**config.mk**
```make
export PLATFORM = sky130hd
export DESIGN_NAME = sfc_top
export DESIGN_NICKNAME = d
export VERILOG_FILES = /design/src/hw/sfc_pkg.sv /design/src/hw/sfc_stream_if.sv /design/src/hw/sfc_buf2.sv /design/src/hw/sfc_prescale.sv /design/src/hw/sfc_top.sv
export VERILOG_INCLUDE_DIRS = /design/src /design/src/hw
export SDC_FILE = /design/constraint.sdc
export NUM_CORES = 1
export LEC_CHECK = 0
export BUFFER_PORTS_ARGS = -buffer_cell sky130_fd_sc_hd__buf_2
export CORE_ASPECT_RATIO = 1.4
export CORE_MARGIN = 4
export CORE_UTILIZATION = 50
export CTS_CLUSTER_DIAMETER = 50
export CTS_CLUSTER_SIZE = 20
export DETAILED_ROUTE_END_ITERATION = 10
export HOLD_SLACK_MARGIN = 0.03
export PLACE_DENSITY = 0.67
export RECOVER_POWER = 50
export SETUP_SLACK_MARGIN = 0.05
export SLEW_MARGIN = 20
export SYNTH_ARGS = -nofsm -noshare
export SYNTH_HDL_FRONTEND = slang
export SYNTH_HIERARCHICAL = 1
export SYNTH_SLANG_ARGS = --single-unit
```
**constraint.sdc**
```tcl
create_clock -name CLK_SYS_IN -period 10.34 [get_ports CLK_SYS_IN]
set_clock_uncertainty 0.2 [all_clocks]
set_input_delay 1.551 -clock CLK_SYS_IN [delete_from_list [all_inputs] [get_ports CLK_SYS_IN]]
set_output_delay 1.551 -clock CLK_SYS_IN [all_outputs]
set_load 0.05 [all_outputs]
```
**src/hw/sfc_regs.svh**
```systemverilog
`ifndef SFC_REGS_SVH
`define SFC_REGS_SVH

// register indices on the 3-bit address port
`define SFC_ADDR_MODE      3'h0
`define SFC_ADDR_HOLD      3'h1
`define SFC_ADDR_CARD      3'h2
`define SFC_ADDR_CTRL      3'h3
`define SFC_ADDR_DIV       3'h4
`define SFC_ADDR_RXDATA    3'h5

// reset values
`define SFC_MODE_RST       8'h00
`define SFC_CARD_RST       8'h00
`define SFC_CTRL_RST       8'h00
`define SFC_DIV_RST        8'h0f
`define SFC_RD_ZERO        8'h00

// mode register fields
`define SFC_MODE_SYNC      7
`define SFC_MODE_CHR       6
`define SFC_MODE_PAR       5
`define SFC_MODE_ODD       4
`define SFC_MODE_STOP      3
`define SFC_MODE_MP        2
`define SFC_MODE_BCP_HI    3
`define SFC_MODE_BCP_LO    2
`define SFC_MODE_CKS_HI    1
`define SFC_MODE_CKS_LO    0

// card mode register and control/status fields
`define SFC_CARD_IFACE     0
`define SFC_CTRL_MPB       0
`define SFC_STAT_TXRDY     1
`define SFC_STAT_BUSY      2
`define SFC_STAT_RXFULL    3
`define SFC_STAT_PERR      4
`define SFC_STAT_FERR      5
`define SFC_STAT_RXMPB     6

// prescale masks for /1, /4, /16, /64
`define SFC_PRE_MASK1      6'h00
`define SFC_PRE_MASK4      6'h03
`define SFC_PRE_MASK16     6'h0f
`define SFC_PRE_MASK64     6'h3f

// basic clocks per bit in card mode
`define SFC_S_32           9'h020
`define SFC_S_64           9'h040
`define SFC_S_372          9'h174
`define SFC_S_256          9'h100

// frame lengths in bits
`define SFC_START_BITS     4'h1
`define SFC_DATA_BITS      4'h8
`define SFC_DATA_BITS_7    4'h7
`define SFC_STOP_ONE       4'h1
`define SFC_STOP_TWO       4'h2
`define SFC_RX_SH_W        4'h9

`endif

```
**src/hw/sfc_pkg.sv**
```systemverilog
package sfc_pkg;
  // transmit shifter states
  typedef enum logic [1:0] {
    SFC_TX_IDLE  = 2'h0,
    SFC_TX_SHIFT = 2'h1
  } sfc_tx_state_type;

  // receive states, gray along idle-start-data-stop
  typedef enum logic [1:0] {
    SFC_RX_IDLE  = 2'h0,
    SFC_RX_START = 2'h1,
    SFC_RX_DATA  = 2'h3,
    SFC_RX_STOP  = 2'h2
  } sfc_rx_state_type;
endpackage

```
**src/hw/sfc_stream_if.sv**
```systemverilog
`timescale 1ns/1ns
interface sfc_stream_if #(parameter int W = 8);
  logic         valid;
  logic         ready;
  logic [W-1:0] data;
  modport src (output valid, output data, input ready);
  modport snk (input valid, input data, output ready);
endinterface

```
**src/hw/sfc_buf2.sv**
```systemverilog
`timescale 1ns/1ns
module sfc_buf2 #(
  parameter int W = 8
) (
  input  wire logic   clk_in,
  input  wire logic   nrst_in,
  sfc_stream_if.snk   in_s,
  sfc_stream_if.src   out_s
);
  logic [W-1:0] mem_q [2];
  logic         wp_q;
  logic         rp_q;
  logic [1:0]   cnt_q;
  logic         push;
  logic         pop;

  generate
    if (W < 1) begin : g_chk
      $error("sfc_buf2 width must be positive");
    end
  endgenerate

  // honest full and empty from the occupancy count
  assign in_s.ready  = (cnt_q != 2'h2);
  assign out_s.valid = (cnt_q != 2'h0);
  assign out_s.data  = mem_q[rp_q];
  assign push = in_s.valid && in_s.ready;
  assign pop  = out_s.valid && out_s.ready;

  // storage written only on accepted pushes
  always_ff @(posedge clk_in or negedge nrst_in) begin
    if (!nrst_in) begin
      mem_q[0] <= '0;
      mem_q[1] <= '0;
    end else if (push) begin
      mem_q[wp_q] <= in_s.data;
    end
  end

  // pointers and count
  always_ff @(posedge clk_in or negedge nrst_in) begin
    if (!nrst_in) begin
      wp_q  <= 1'b0;
      rp_q  <= 1'b0;
      cnt_q <= 2'h0;
    end else begin
      if (push) wp_q <= ~wp_q;
      if (pop) rp_q <= ~rp_q;
      cnt_q <= cnt_q + {1'b0, push} - {1'b0, pop};
    end
  end
endmodule // sfc_buf2

```
**src/hw/sfc_prescale.sv**
```systemverilog
`timescale 1ns/1ns
`include "sfc_regs.svh"
module sfc_prescale #(
  parameter int PRE_W = 6
) (
  input  wire logic       clk_in,
  input  wire logic       nrst_in,
  input  wire logic [1:0] sel_in,
  output logic            tick_out
);
  logic [PRE_W-1:0] cnt_q;
  logic [PRE_W-1:0] mask;

  generate
    if (PRE_W < 6) begin : g_chk
      $error("sfc_prescale needs at least six counter bits");
    end
  endgenerate

  // mask picks the divide ratio; tick whenever all masked bits are set
  always_comb begin
    case (sel_in)
      2'h0:    mask = PRE_W'(`SFC_PRE_MASK1);
      2'h1:    mask = PRE_W'(`SFC_PRE_MASK4);
      2'h2:    mask = PRE_W'(`SFC_PRE_MASK16);
      2'h3:    mask = PRE_W'(`SFC_PRE_MASK64);
      default: mask = PRE_W'(`SFC_PRE_MASK1);
    endcase
  end

  // free-running count; a ratio change takes effect within one period
  always_ff @(posedge clk_in or negedge nrst_in) begin
    if (!nrst_in) begin
      cnt_q <= '0;
    end else begin
      cnt_q <= cnt_q + 1'b1;
    end
  end

  assign tick_out = ((cnt_q & mask) == mask);
endmodule // sfc_prescale

```
**src/hw/sfc_top.sv**
```systemverilog
// Local design decisions: strobed register access and the placing of the registers.
`timescale 1ns/1ns
`include "sfc_regs.svh"
// Summary of operation
// - holding word moves to shifter, then shifts out
// - shifter has no register address
// - mode bit 7 picks asynchronous or synchronous
// - async bit 6 picks eight or seven bits
// - seven bits: LSB first, bit 7 dropped
// - synchronous mode always sends eight bits
// - parity enable adds and checks parity
// - multiprocessor format never uses parity
// - bit 4 picks even or odd parity
// - bit 3 picks one or two stops
// - receiver checks first stop bit only
// - bit 2 enables multiprocessor format
// - prescale field divides clock 1/4/16/64
// - card mode reinterprets bits 7,6,3,2
// - card bits 3:2 pick 32/64/372/256 clocks
module sfc_top
  import sfc_pkg::*;
#(
  parameter int PRE_W = 6
) (
  input  wire logic       CLK_SYS_IN,
  input  wire logic       NRST_IN,
  input  wire logic [2:0] ADDR_IN,
  input  wire logic [7:0] WDATA_IN,
  input  wire logic       WR_IN,
  input  wire logic       RD_IN,
  output logic      [7:0] RDATA_OUT,
  input  wire logic       RXD_IN,
  output logic            TXD_OUT,
  output logic            SCK_OUT,
  output logic            SCK_OE_OUT,
  output logic            TX_READY_OUT
);
  logic [7:0]       mode_q;
  logic [7:0]       card_q;
  logic [7:0]       ctrl_q;
  logic [7:0]       div_q;
  logic [7:0]       rdata_q;
  logic             card;
  logic             sync;
  logic             seven;
  logic             mp_on;
  logic             par_on;
  logic             odd;
  logic             two_stop;
  logic [8:0]       card_s;
  logic [8:0]       lim;
  logic             pre_tick;
  sfc_tx_state_type tx_st_q;
  logic [11:0]      sh_q;
  logic [3:0]       left_q;
  logic [8:0]       tx_cnt_q;
  logic             sck_q;
  logic             tx_bit_end;
  logic             load;
  logic [11:0]      frame;
  logic [3:0]       flen;
  logic [3:0]       idx;
  logic             tx_par;
  logic [7:0]       tx_data;
  logic             rx_s1_q;
  logic             rx_s2_q;
  sfc_rx_state_type rx_st_q;
  logic [8:0]       rx_cnt_q;
  logic [8:0]       rx_sh_q;
  logic [3:0]       rx_left_q;
  logic             rx_sample;
  logic [8:0]       rx_target;
  logic [3:0]       rx_nb;
  logic [8:0]       rx_al;
  logic [7:0]       rx_word;
  logic             rx_extra;
  logic             rx_done;
  logic             rx_perr;
  logic [7:0]       rx_data_q;
  logic             rx_full_q;
  logic             perr_q;
  logic             ferr_q;
  logic             rx_mpb_q;
  logic             rd_rx;

  sfc_stream_if #(.W(8)) hold_if ();
  sfc_stream_if #(.W(8)) shift_if ();

  // mode field decode; card mode reuses bits 7,6,3,2 for other purposes
  assign card     = card_q[`SFC_CARD_IFACE];
  assign sync     = !card && mode_q[`SFC_MODE_SYNC];
  assign seven    = !card && !sync && mode_q[`SFC_MODE_CHR];
  assign mp_on    = !card && !sync && mode_q[`SFC_MODE_MP];
  assign par_on   = !sync && !mp_on && mode_q[`SFC_MODE_PAR];
  assign odd      = mode_q[`SFC_MODE_ODD];
  assign two_stop = card || (!sync && mode_q[`SFC_MODE_STOP]);

  // card bit period in basic clocks
  always_comb begin
    case ({mode_q[`SFC_MODE_BCP_HI], mode_q[`SFC_MODE_BCP_LO]})
      2'h0:    card_s = `SFC_S_32;
      2'h1:    card_s = `SFC_S_64;
      2'h2:    card_s = `SFC_S_372;
      2'h3:    card_s = `SFC_S_256;
      default: card_s = `SFC_S_32;
    endcase
  end

  // bit period in prescaled ticks, minus one
  assign lim = card ? (card_s - 9'h001) : {1'b0, div_q};

  sfc_prescale #(.PRE_W(PRE_W)) u_pre (
    .clk_in   (CLK_SYS_IN),
    .nrst_in  (NRST_IN),
    .sel_in   ({mode_q[`SFC_MODE_CKS_HI], mode_q[`SFC_MODE_CKS_LO]}),
    .tick_out (pre_tick)
  );

  // holding buffer: software writes push, the shifter pops
  assign hold_if.valid = WR_IN && (ADDR_IN == `SFC_ADDR_HOLD);
  assign hold_if.data  = WDATA_IN;
  assign TX_READY_OUT  = hold_if.ready;
  assign shift_if.ready = (tx_st_q == SFC_TX_IDLE);
  assign load = shift_if.valid && shift_if.ready;

  sfc_buf2 #(.W(8)) u_buf (
    .clk_in  (CLK_SYS_IN),
    .nrst_in (NRST_IN),
    .in_s    (hold_if.snk),
    .out_s   (shift_if.src)
  );

  // mode, card and control registers
  always_ff @(posedge CLK_SYS_IN or negedge NRST_IN) begin
    if (!NRST_IN) begin
      mode_q <= `SFC_MODE_RST;
      card_q <= `SFC_CARD_RST;
      ctrl_q <= `SFC_CTRL_RST;
      div_q  <= `SFC_DIV_RST;
    end else if (WR_IN) begin
      case (ADDR_IN)
        `SFC_ADDR_MODE: mode_q <= WDATA_IN;
        `SFC_ADDR_CARD: card_q <= {7'h00, WDATA_IN[`SFC_CARD_IFACE]};
        `SFC_ADDR_CTRL: ctrl_q <= {7'h00, WDATA_IN[`SFC_CTRL_MPB]};
        `SFC_ADDR_DIV:  div_q  <= WDATA_IN;
        default: ;
      endcase
    end
  end

  // read mux; the shifter itself is not decoded at any address
  always_ff @(posedge CLK_SYS_IN or negedge NRST_IN) begin
    if (!NRST_IN) begin
      rdata_q <= `SFC_RD_ZERO;
    end else if (RD_IN) begin
      case (ADDR_IN)
        `SFC_ADDR_MODE:   rdata_q <= mode_q;
        `SFC_ADDR_HOLD:   rdata_q <= shift_if.data;
        `SFC_ADDR_CARD:   rdata_q <= card_q;
        `SFC_ADDR_CTRL:   rdata_q <= {1'b0, rx_mpb_q, ferr_q, perr_q, rx_full_q,
                                      (tx_st_q != SFC_TX_IDLE), hold_if.ready, ctrl_q[`SFC_CTRL_MPB]};
        `SFC_ADDR_DIV:    rdata_q <= div_q;
        `SFC_ADDR_RXDATA: rdata_q <= rx_data_q;
        default:          rdata_q <= `SFC_RD_ZERO;
      endcase
    end else begin
      rdata_q <= `SFC_RD_ZERO;
    end
  end
  assign RDATA_OUT = rdata_q;

  // frame image, LSB first, start at bit 0; stops come from the ones fill
  assign tx_data = shift_if.data;
  assign tx_par  = (seven ? ^tx_data[6:0] : ^tx_data) ^ odd;
  always_comb begin
    frame = 12'hfff;
    idx   = `SFC_START_BITS;
    flen  = `SFC_DATA_BITS;
    if (sync) begin
      frame[7:0] = tx_data;
    end else begin
      frame[0]   = 1'b0;
      frame[7:1] = tx_data[6:0];
      if (!seven) frame[8] = tx_data[7];
      idx = seven ? (`SFC_START_BITS + `SFC_DATA_BITS_7) : (`SFC_START_BITS + `SFC_DATA_BITS);
      if (par_on || mp_on) begin
        frame[idx] = mp_on ? ctrl_q[`SFC_CTRL_MPB] : tx_par;
        idx = idx + 4'h1;
      end
      flen = idx + (two_stop ? `SFC_STOP_TWO : `SFC_STOP_ONE);
    end
  end

  // bit timer restarts at each load; the first bit is full length only at prescale /1, as the prescaler runs free
  assign tx_bit_end = pre_tick && (tx_cnt_q == lim);
  always_ff @(posedge CLK_SYS_IN or negedge NRST_IN) begin
    if (!NRST_IN) begin
      tx_cnt_q <= 9'h000;
    end else if (load || tx_st_q == SFC_TX_IDLE) begin
      tx_cnt_q <= 9'h000;
    end else if (pre_tick) begin
      tx_cnt_q <= tx_bit_end ? 9'h000 : tx_cnt_q + 9'h001;
    end
  end

  // transmit shifter: loaded by hardware, shifted right with ones fill
  always_ff @(posedge CLK_SYS_IN or negedge NRST_IN) begin
    if (!NRST_IN) begin
      tx_st_q <= SFC_TX_IDLE;
      sh_q    <= 12'hfff;
      left_q  <= 4'h0;
    end else begin
      case (tx_st_q)
        SFC_TX_IDLE: begin
          if (load) begin
            sh_q    <= frame;
            left_q  <= flen;
            tx_st_q <= SFC_TX_SHIFT;
          end
        end
        SFC_TX_SHIFT: begin
          if (tx_bit_end) begin
            sh_q   <= {1'b1, sh_q[11:1]};
            left_q <= left_q - 4'h1;
            if (left_q == 4'h1) tx_st_q <= SFC_TX_IDLE;
          end
        end
        default: tx_st_q <= SFC_TX_IDLE;
      endcase
    end
  end
  assign TXD_OUT = sh_q[0];

  // sync clock from next-cycle state so it rises mid-bit, never on a data change; div must be nonzero
  always_ff @(posedge CLK_SYS_IN or negedge NRST_IN) begin
    if (!NRST_IN) begin
      sck_q <= 1'b1;
    end else begin
      sck_q <= !(sync && (load || (tx_st_q == SFC_TX_SHIFT && !(tx_bit_end && left_q == 4'h1))))
               || (!load && !tx_bit_end && ((pre_tick ? tx_cnt_q + 9'h001 : tx_cnt_q) > (lim >> 1)));
    end
  end
  assign SCK_OUT    = sck_q;
  assign SCK_OE_OUT = sync;

  // two-stage synchroniser on the receive pin
  always_ff @(posedge CLK_SYS_IN or negedge NRST_IN) begin
    if (!NRST_IN) begin
      rx_s1_q <= 1'b1;
      rx_s2_q <= 1'b1;
    end else begin
      rx_s1_q <= RXD_IN;
      rx_s2_q <= rx_s1_q;
    end
  end

  // receive sampling: half a bit into start, then one full bit apart
  assign rx_target = (rx_st_q == SFC_RX_START) ? (lim >> 1) : lim;
  assign rx_sample = pre_tick && (rx_cnt_q == rx_target);
  assign rx_nb     = (seven ? `SFC_DATA_BITS_7 : `SFC_DATA_BITS) + {3'h0, (par_on || mp_on)};
  assign rx_al     = rx_sh_q >> (`SFC_RX_SH_W - rx_nb);
  assign rx_word   = seven ? {1'b0, rx_al[6:0]} : rx_al[7:0];
  assign rx_extra  = seven ? rx_al[7] : rx_al[8];
  assign rx_perr   = par_on && ((^rx_word ^ rx_extra) != odd);
  assign rx_done   = (rx_st_q == SFC_RX_STOP) && rx_sample;
  assign rd_rx     = RD_IN && (ADDR_IN == `SFC_ADDR_RXDATA);

  // receive state machine; synchronous mode receive is not served
  always_ff @(posedge CLK_SYS_IN or negedge NRST_IN) begin
    if (!NRST_IN) begin
      rx_st_q   <= SFC_RX_IDLE;
      rx_cnt_q  <= 9'h000;
      rx_sh_q   <= 9'h000;
      rx_left_q <= 4'h0;
    end else begin
      rx_cnt_q <= (rx_st_q == SFC_RX_IDLE || rx_sample) ? 9'h000 :
                  (pre_tick ? rx_cnt_q + 9'h001 : rx_cnt_q);
      case (rx_st_q)
        SFC_RX_IDLE: begin
          if (!rx_s2_q && !sync) rx_st_q <= SFC_RX_START;
        end
        SFC_RX_START: begin
          if (rx_sample) begin
            rx_st_q   <= rx_s2_q ? SFC_RX_IDLE : SFC_RX_DATA;
            rx_left_q <= rx_nb;
          end
        end
        SFC_RX_DATA: begin
          if (rx_sample) begin
            rx_sh_q   <= {rx_s2_q, rx_sh_q[8:1]};
            rx_left_q <= rx_left_q - 4'h1;
            if (rx_left_q == 4'h1) rx_st_q <= SFC_RX_STOP;
          end
        end
        SFC_RX_STOP: begin
          if (rx_sample) rx_st_q <= SFC_RX_IDLE;
        end
        default: rx_st_q <= SFC_RX_IDLE;
      endcase
    end
  end

  // receive results; a frame ending in the read cycle wins over the clear
  always_ff @(posedge CLK_SYS_IN or negedge NRST_IN) begin
    if (!NRST_IN) begin
      rx_data_q <= 8'h00;
      rx_full_q <= 1'b0;
      perr_q    <= 1'b0;
      ferr_q    <= 1'b0;
      rx_mpb_q  <= 1'b0;
    end else if (rx_done) begin
      rx_data_q <= rx_word;
      rx_full_q <= 1'b1;
      perr_q    <= rx_perr;
      ferr_q    <= !rx_s2_q;
      rx_mpb_q  <= mp_on && rx_extra;
    end else if (rd_rx) begin
      rx_full_q <= 1'b0;
      perr_q    <= 1'b0;
      ferr_q    <= 1'b0;
    end
  end
endmodule // sfc_top

```
==> impl_results.md, run 1 <==
* Initial antenna violation count at 0
* Initial DRC count at 200
* Die Area at around 15000 um^2
* Critical Path RT at 10.59 ns
* Slew Viols, Final at between 50 and 60
* Post-synth cell types at 71
* CTS tree: yes
* Top post-synthesis cells by area: dfrtp_1 (36%), mux2_2 (7.9%), dfstp_2 (6.6%)
* Synth-to-layout area growth at 11.45%
* Critical-path top delay cell: clkbuf_1
* Maximum clock rate at ~230 MHz
* Chip width at between 100 and 150 um
* Hpwl dp at approximately 11000 um
* ANT nets after route at 0
* Share of cells above drive strength 1 at between 20 and 25%
* Top Family by Delay on Critical Path: buffers and inverters
* Tmin final at about 4.4 ns
* Residual DRC count at 0
* Max-Cap Viols at 1
* Cts bufs inserted at 17
* Most frequent cell after synthesis: dfrtp_1
* Setup TNS at 0 ns
* Hold Fails Final Rpt at 0
* Syn avg cell area at between 10 and 15 um^2
* Worst VDD drop at between 100 and 150 uV
* PortBufs at 27
* Filler instances at ~1.1k
* CP arrival at 4.60 ns
* Worst-path clk slew at 0.06 ns
* Status: complete, but fails checks
* Vias at just under 5k
* # clock sinks at around 120
* Via count of the first global-routing pass at 4964
* Critical-path cell list: clkbuf_1 -> buf_4
* Global-route wire length before repair at ~25000 um
* Worst Path Class, Setup: primary input to async pin
* CP bufs+invs at 2
* Initial Util at about half
* Async set-reset flop share out of synthesis at 100.0%
* GRT Resource Usage Total at around a fifth
* Final wirelength at about 15000 um
* Worst path max stage delay at roughly 2.1 ns
* Layout Nets at ~700
* CP startpoint kind: primary input
* Post-synth EDFFs at 0
* Yosys top cell by area: dfrtp_1
* Final period util at between 40% and 50%
* Cell Area, Synth at between 6000 and 7000 um^2
* Post-CTS Setup Repair Bufs at 0
* Yosys top cell area share at about 36%
* H-tree Lvls at 4
* Final core utilization at about 58%
* Synth warnings at 6
* Max FO, Critical Path at 60
* Worst setup EP type: async pin
* Routed vias/inst at around 5.6
* Die Y at roughly 150 um
* Post-synthesis sequential area ratio at 43.08%
* Top-Level Pins at 28
* Commonest cells post-synth: dfrtp_1 (98), nand2_1 (54), mux2_2 (47), nor2_1 (47)
* Skew-Pair Late Insertion Delay at ~0.40 ns
* Flops & latches, synth at 115
* Clock Tree Buf Depth at 2
* Flop2flop setup slack at 6.04 ns
* Gate Count Post-Synth at between 600 and 700
* Largest net degree at the start of global routing at 61
* RSZ-0062 raised after global routing: no
* Row cnt at 49
* Drt first pass iters at 5
* Ys flop type: dfrtp_1
* Root Driver: clkbuf_16
* # hold bufs at CTS at 0
* Gr ovfl total at 0
* Leakage at 3.350 nW
* Hold Path Class: flop to flop
* Core area at ~13000 um^2
* Number of setup violations in the final report at 0
* Post-CTS sizing at 0
* WL/cell at between 15 and 20 um
* Pwr/cell area at ~270 nW/um^2
* Tightest Pin Transition at 3.037 ns
* Failing checks: max-capacitance violations, max-slew violations
* RePlAce Congestion at between 0.9 and 1
* Slew margin rel. at -102.5%
* Mapped Nets at a little under 700
==> kinds of logic after synthesis <==
kind of cell	Yosys count	share of synthesized area, %
and+or+nand+nor	206	16.16
DFF	115	43.08
AOI/OAI and AO/OA	109	9.948
muxes	85	15.64
buffers and inverters	60	4.091
xor gates and xnor gates	49	6.694
adders and majority gates	23	4.388
==> area by class of cell <==
cell class	count	area, um^2	area share, %
tap	178	222.7	2.970
timing repair buffer	28	130.1	1.735
clock inverter	14	155.1	2.069
inverter	26	97.59	1.301
sequential	115	2899	38.66
multi-input combinational	472	3553	47.38
clock buffer	18	439.2	5.856
antenna	1	2.502	0.03337
==> sequential cells by signal (all words and copies together), names as in the netlist, 9 cells and up <==
register	flops
rx_cnt_q	9
rx_sh_q	9
sh_q	10
tx_cnt_q	9
u_buf/mem_q	16
==> metrics by stage <==
stage | setup WS (ns) | instances | hold WS, ns | total power, mW | area, um^2
global route | 5.280 | 851 | 0.1629 | 2.133 | 7497
detailed placement | 6.090 | 819 | 0.1484 | 1.425 | 6925
floorplan | 6.156 | 647 | 0.1452 | 1.250 | 6729
global placement | 6.374 | 819 | 0.1455 | 1.397 | 6925
CTS | 6.057 | 851 | 0.1568 | 2.016 | 7520
finish | 5.989 | 852 | 0.1558 | 2.004 | 7500
==> where the power goes <==
part / total [mW] / internal [mW] / leakage (nW) / switching, mW
registers: 0.707 / 0.574 / 1.42 / 0.133
clock network: 0.577 / 0.364 / 0.287 / 0.213
logic: 0.720 / 0.339 / 1.64 / 0.381
==> worst register-to-register path: cells and delay by family, from the launching register on <==
family          cells  cell delay [ns]
compound gates      2             0.20
fa+ha+maj           1             0.48
simple gates        2             0.70
xor+xnor            3             0.56
flops               1             0.87
buf+inv             1             0.29
mux                 3             0.88
==> layout by cell type, fill, tap and decap left out, types with 6 or more instances in the layout <==
| cell | instances |
|---|---|
| inv_1 | 25 |
| dfstp_2 | 17 |
| buf_2 | 17 |
| a21o_1 | 7 |
| nand2_1 | 55 |
| a21oi_1 | 32 |
| nand2b_1 | 9 |
| mux2i_1 | 17 |
| dfrtp_1 | 98 |
| and3_1 | 7 |
| o21ai_0 | 32 |
| nand3_1 | 19 |
| clkbuf_16 | 17 |
| ha_1 | 22 |
| xor2_1 | 16 |
| nor2b_1 | 17 |
| nor2_1 | 47 |
| or3_1 | 6 |
| clkbuf_1 | 10 |
| nand4_1 | 9 |
| xnor2_1 | 31 |
| mux2_4 | 16 |
| mux2_2 | 47 |
==> path summary, 6_finish.rpt <==
check	from	endpoint	cells past startpoint
max	NRST_IN	rx_sh_q[8]	2
min	rx_s1_q	rx_s2_q	0
max reg2reg	card_q[0]	perr_q	12
min reg2reg	rx_s1_q	rx_s2_q	0
max in group CLK_SYS_IN	card_q[0]	perr_q	12
min in group asynchronous	NRST_IN	u_pre/cnt_q[0]	1
==> per-layer routing <==
layer	wire (um)	track usage, %
met1	6563	26.57
met2	7717	33.68
met3	519	3.956
met4	552	10.17
met5	0	0
(Power assumes the default switching activity.)
==> run 2: changes to the inputs <==
- clock period: 10.34 -> 4.3 ns (I/O delays scaled with it)
==> impl_results.md, run 2 (same netlist as run 1, synthesis figures left out) <==
* Slew margin rel. at -83.41% (+19 points)
* Critical Path RT at 4.39 ns (-6.20 ns)
* Critical-path cell list: buf_4 -> nor2b_1 -> nor2_1 -> nor2_1 -> ha_1 -> mux2_2 -> mux2i_1 -> xor2_1 -> xnor2_1 -> mux2i_1 -> o22ai_1 -> xnor2_1 -> o21ai_1
* WL/cell at 17.65 um (-2.1%)
* Share of total power in the clock network at 28.7% (about the same)
* GRT Resource Usage Total at 20.59% (-0.17 points)
* CP arrival at 3.57 ns (-1.03 ns)
* Most common cell after layout, fill and taps aside: dfrtp_1
* Final core utilization at 58.06% (+0.36 points)
* Die Y at 145.3 um (unchanged)
* Int Power at 3.067 mW (+140%)
* Hold Fails Final Rpt at 0 (unchanged)
* Worst path max stage delay at 0.46 ns (-1.65 ns)
* Initial DRC count at 234 (+17%)
* Leakage at 3.403 nW (+1.6%)
* Hpwl dp at 10700 um (-3.0%)
* Max FO, Critical Path at 23 (-62%)
* Tmin final at between 3 and 4 ns
* Inserted Diodes at 0 (-1)
* Number of setup violations in the final report at 0 (unchanged)
* Tightest Pin Transition at 2.751 ns (-0.2862 ns)
* Skew-Pair Late Insertion Delay at 0.41 ns (about the same)
* Initial antenna violation count at 2 (+2)
* Critical-path top delay cell: ha_1
* ANT nets after route at 0 (unchanged)
* Commonest non-fill, non-tap cells in the layout: dfrtp_1 (98), nand2_1 (54), mux2_2 (47), nor2_1 (47)
* Top flop regs: u_buf/mem_q (16), sh_q (10)
* Maximum clock rate at 286.7 MHz
* Final period util at 81.12%
* Chip width at 106.0 um (unchanged)
* Status: complete, but fails checks
* Failing checks: max-capacitance violations, max-slew violations
* Vias at 4833 (+0.56%)
* CP startpoint kind: flop
* Synth-to-layout area growth at 12.14%
* Row cnt at 49 (unchanged)
* Global-route wire length before repair at 25070 um (-1.3%)
* Worst VDD drop at 327.1 uV (+180%)
* PortBufs at 27 (unchanged)
* Core area at 13000 um^2 (unchanged)
* Switching Share at 36.61% (+0.32 points)
* Share of cells above drive strength 1 at 24.63% (+2.3 points)
* Post-CTS Setup Repair Bufs at 0 (unchanged)
* Comb pwr share at 36.5% (+0.6 points)
* Top-Level Pins at 28 (unchanged)
* RSZ-0062 raised after global routing: no
* Final wirelength at 15110 um (-1.6%)
* Seq pwr share at 34.8% (-0.5 points)
* Residual DRC count at 0 (unchanged)
* H-tree Lvls at 4 (unchanged)
* Setup TNS at 0 ns (unchanged)
* Slew Viols, Final at 116 (+100%)
* Hold Path Class: primary input to flop
* Worst-path clk slew at 0.06 ns (about the same)
* Via count of the first global-routing pass at 4794 (-3.4%)
* # hold bufs at CTS at 0 (unchanged)
* Layout Nets at 704 (+0.72%)
* Die Area at 15400 um^2 (unchanged)
* RePlAce Congestion at 0.8809 (-6.9%)
* Clock Tree Buf Depth at 2 (unchanged)
* # clock sinks at 115 (unchanged)
* Cts bufs inserted at 17 (unchanged)
* Max FFs per register at 16 (unchanged)
* Worst setup EP type: flop
* Worst Path Class, Setup: flop to flop
* CTS tree: yes
* Pwr/cell area at 641.2 nW/um^2 (+140%)
* Post-CTS sizing at 0 (unchanged)
* Largest register by flop count: u_buf/mem_q
* Drt first pass iters at 4 (-1)
* Net Sw Power at 1.771 mW (+140%)
* Max-Cap Viols at 1 (unchanged)
* Largest net degree at the start of global routing at 116 (+90%)
* Gr ovfl total at 0 (unchanged)
* Initial Util at 51.77% (unchanged)
* Routed vias/inst at 5.646 (about the same)
* Root Driver: clkbuf_16
==> run 2: power by group through the flow <==
stage	Sequential [mW]	Clock, mW	Combinational [mW]
after floorplan	1.60	0	1.40
after global placement	1.68	0	1.70
after detailed placement	1.69	0	1.75
after CTS	1.68	1.42	1.76
after global routing	1.72	1.46	1.94
final	1.68	1.39	1.77
==> run 2: worst paths after layout <==
| path | startpoint | to | slack [ns] | cells past startpoint |
|---|---|---|---|---|
| min in group asynchronous | NRST_IN | u_pre/cnt_q[4] | 1.01 | 2 |
| max in group asynchronous | NRST_IN | rx_cnt_q[8] | 1.28 | 2 |
| hold reg to reg | rx_s1_q | rx_s2_q | 0.15 | 0 |
| setup reg to reg | card_q[0] | perr_q | 0.81 | 13 |
| setup / recovery | card_q[0] | perr_q | 0.81 | 13 |
| hold / removal | RXD_IN | rx_s1_q | 0.13 | 1 |
==> run 2: routing by layer <==
layer  wire length [um]  up-vias  global-route usage (%)
met5                 21        -                       0
met2               7697       96                   35.09
met3                552       36                   4.400
li1                   -     2299                       -
met4                474        4                   8.296
met1               6362     2398                   25.31
==> run 2: metrics by stage <==
stage	std cells	instance area (um^2)	worst slack (ns)	power [mW]	hold WS, ns
4_1_cts	856	7561	0.7834	4.860	0.1159
6_report	856	7546	0.8117	4.839	0.1320
2_1_floorplan	647	6729	0.1158	3.007	0.1452
5_1_grt	856	7546	0.4989	5.119	0.1209
3_3_place_gp	824	6975	0.9253	3.379	0.1457
3_5_place_dp	824	6975	0.7901	3.439	0.1473
==> run 2: critical path, delay by kind of cell, from the launching register on <==
kind | cells | cell delay [ns]
and+or+nand+nor | 3 | 0.47
adders and majority gates | 1 | 0.46
AOI/OAI and AO/OA | 2 | 0.21
xor gates and xnor gates | 3 | 0.55
DFF | 1 | 0.42
muxes | 3 | 0.83
buffers and inverters | 1 | 0.23
==> run 2: final cells by class <==
class	count	area, um^2
Inverter	26	97.59
Fill cell	1131	5451
Tap cell	178	222.7
Sequential cell	115	2899
Multi-Input combinational cell	472	3561
Clock inverter	15	160.2
Timing Repair Buffer	33	180.2
Clock buffer	17	425.4
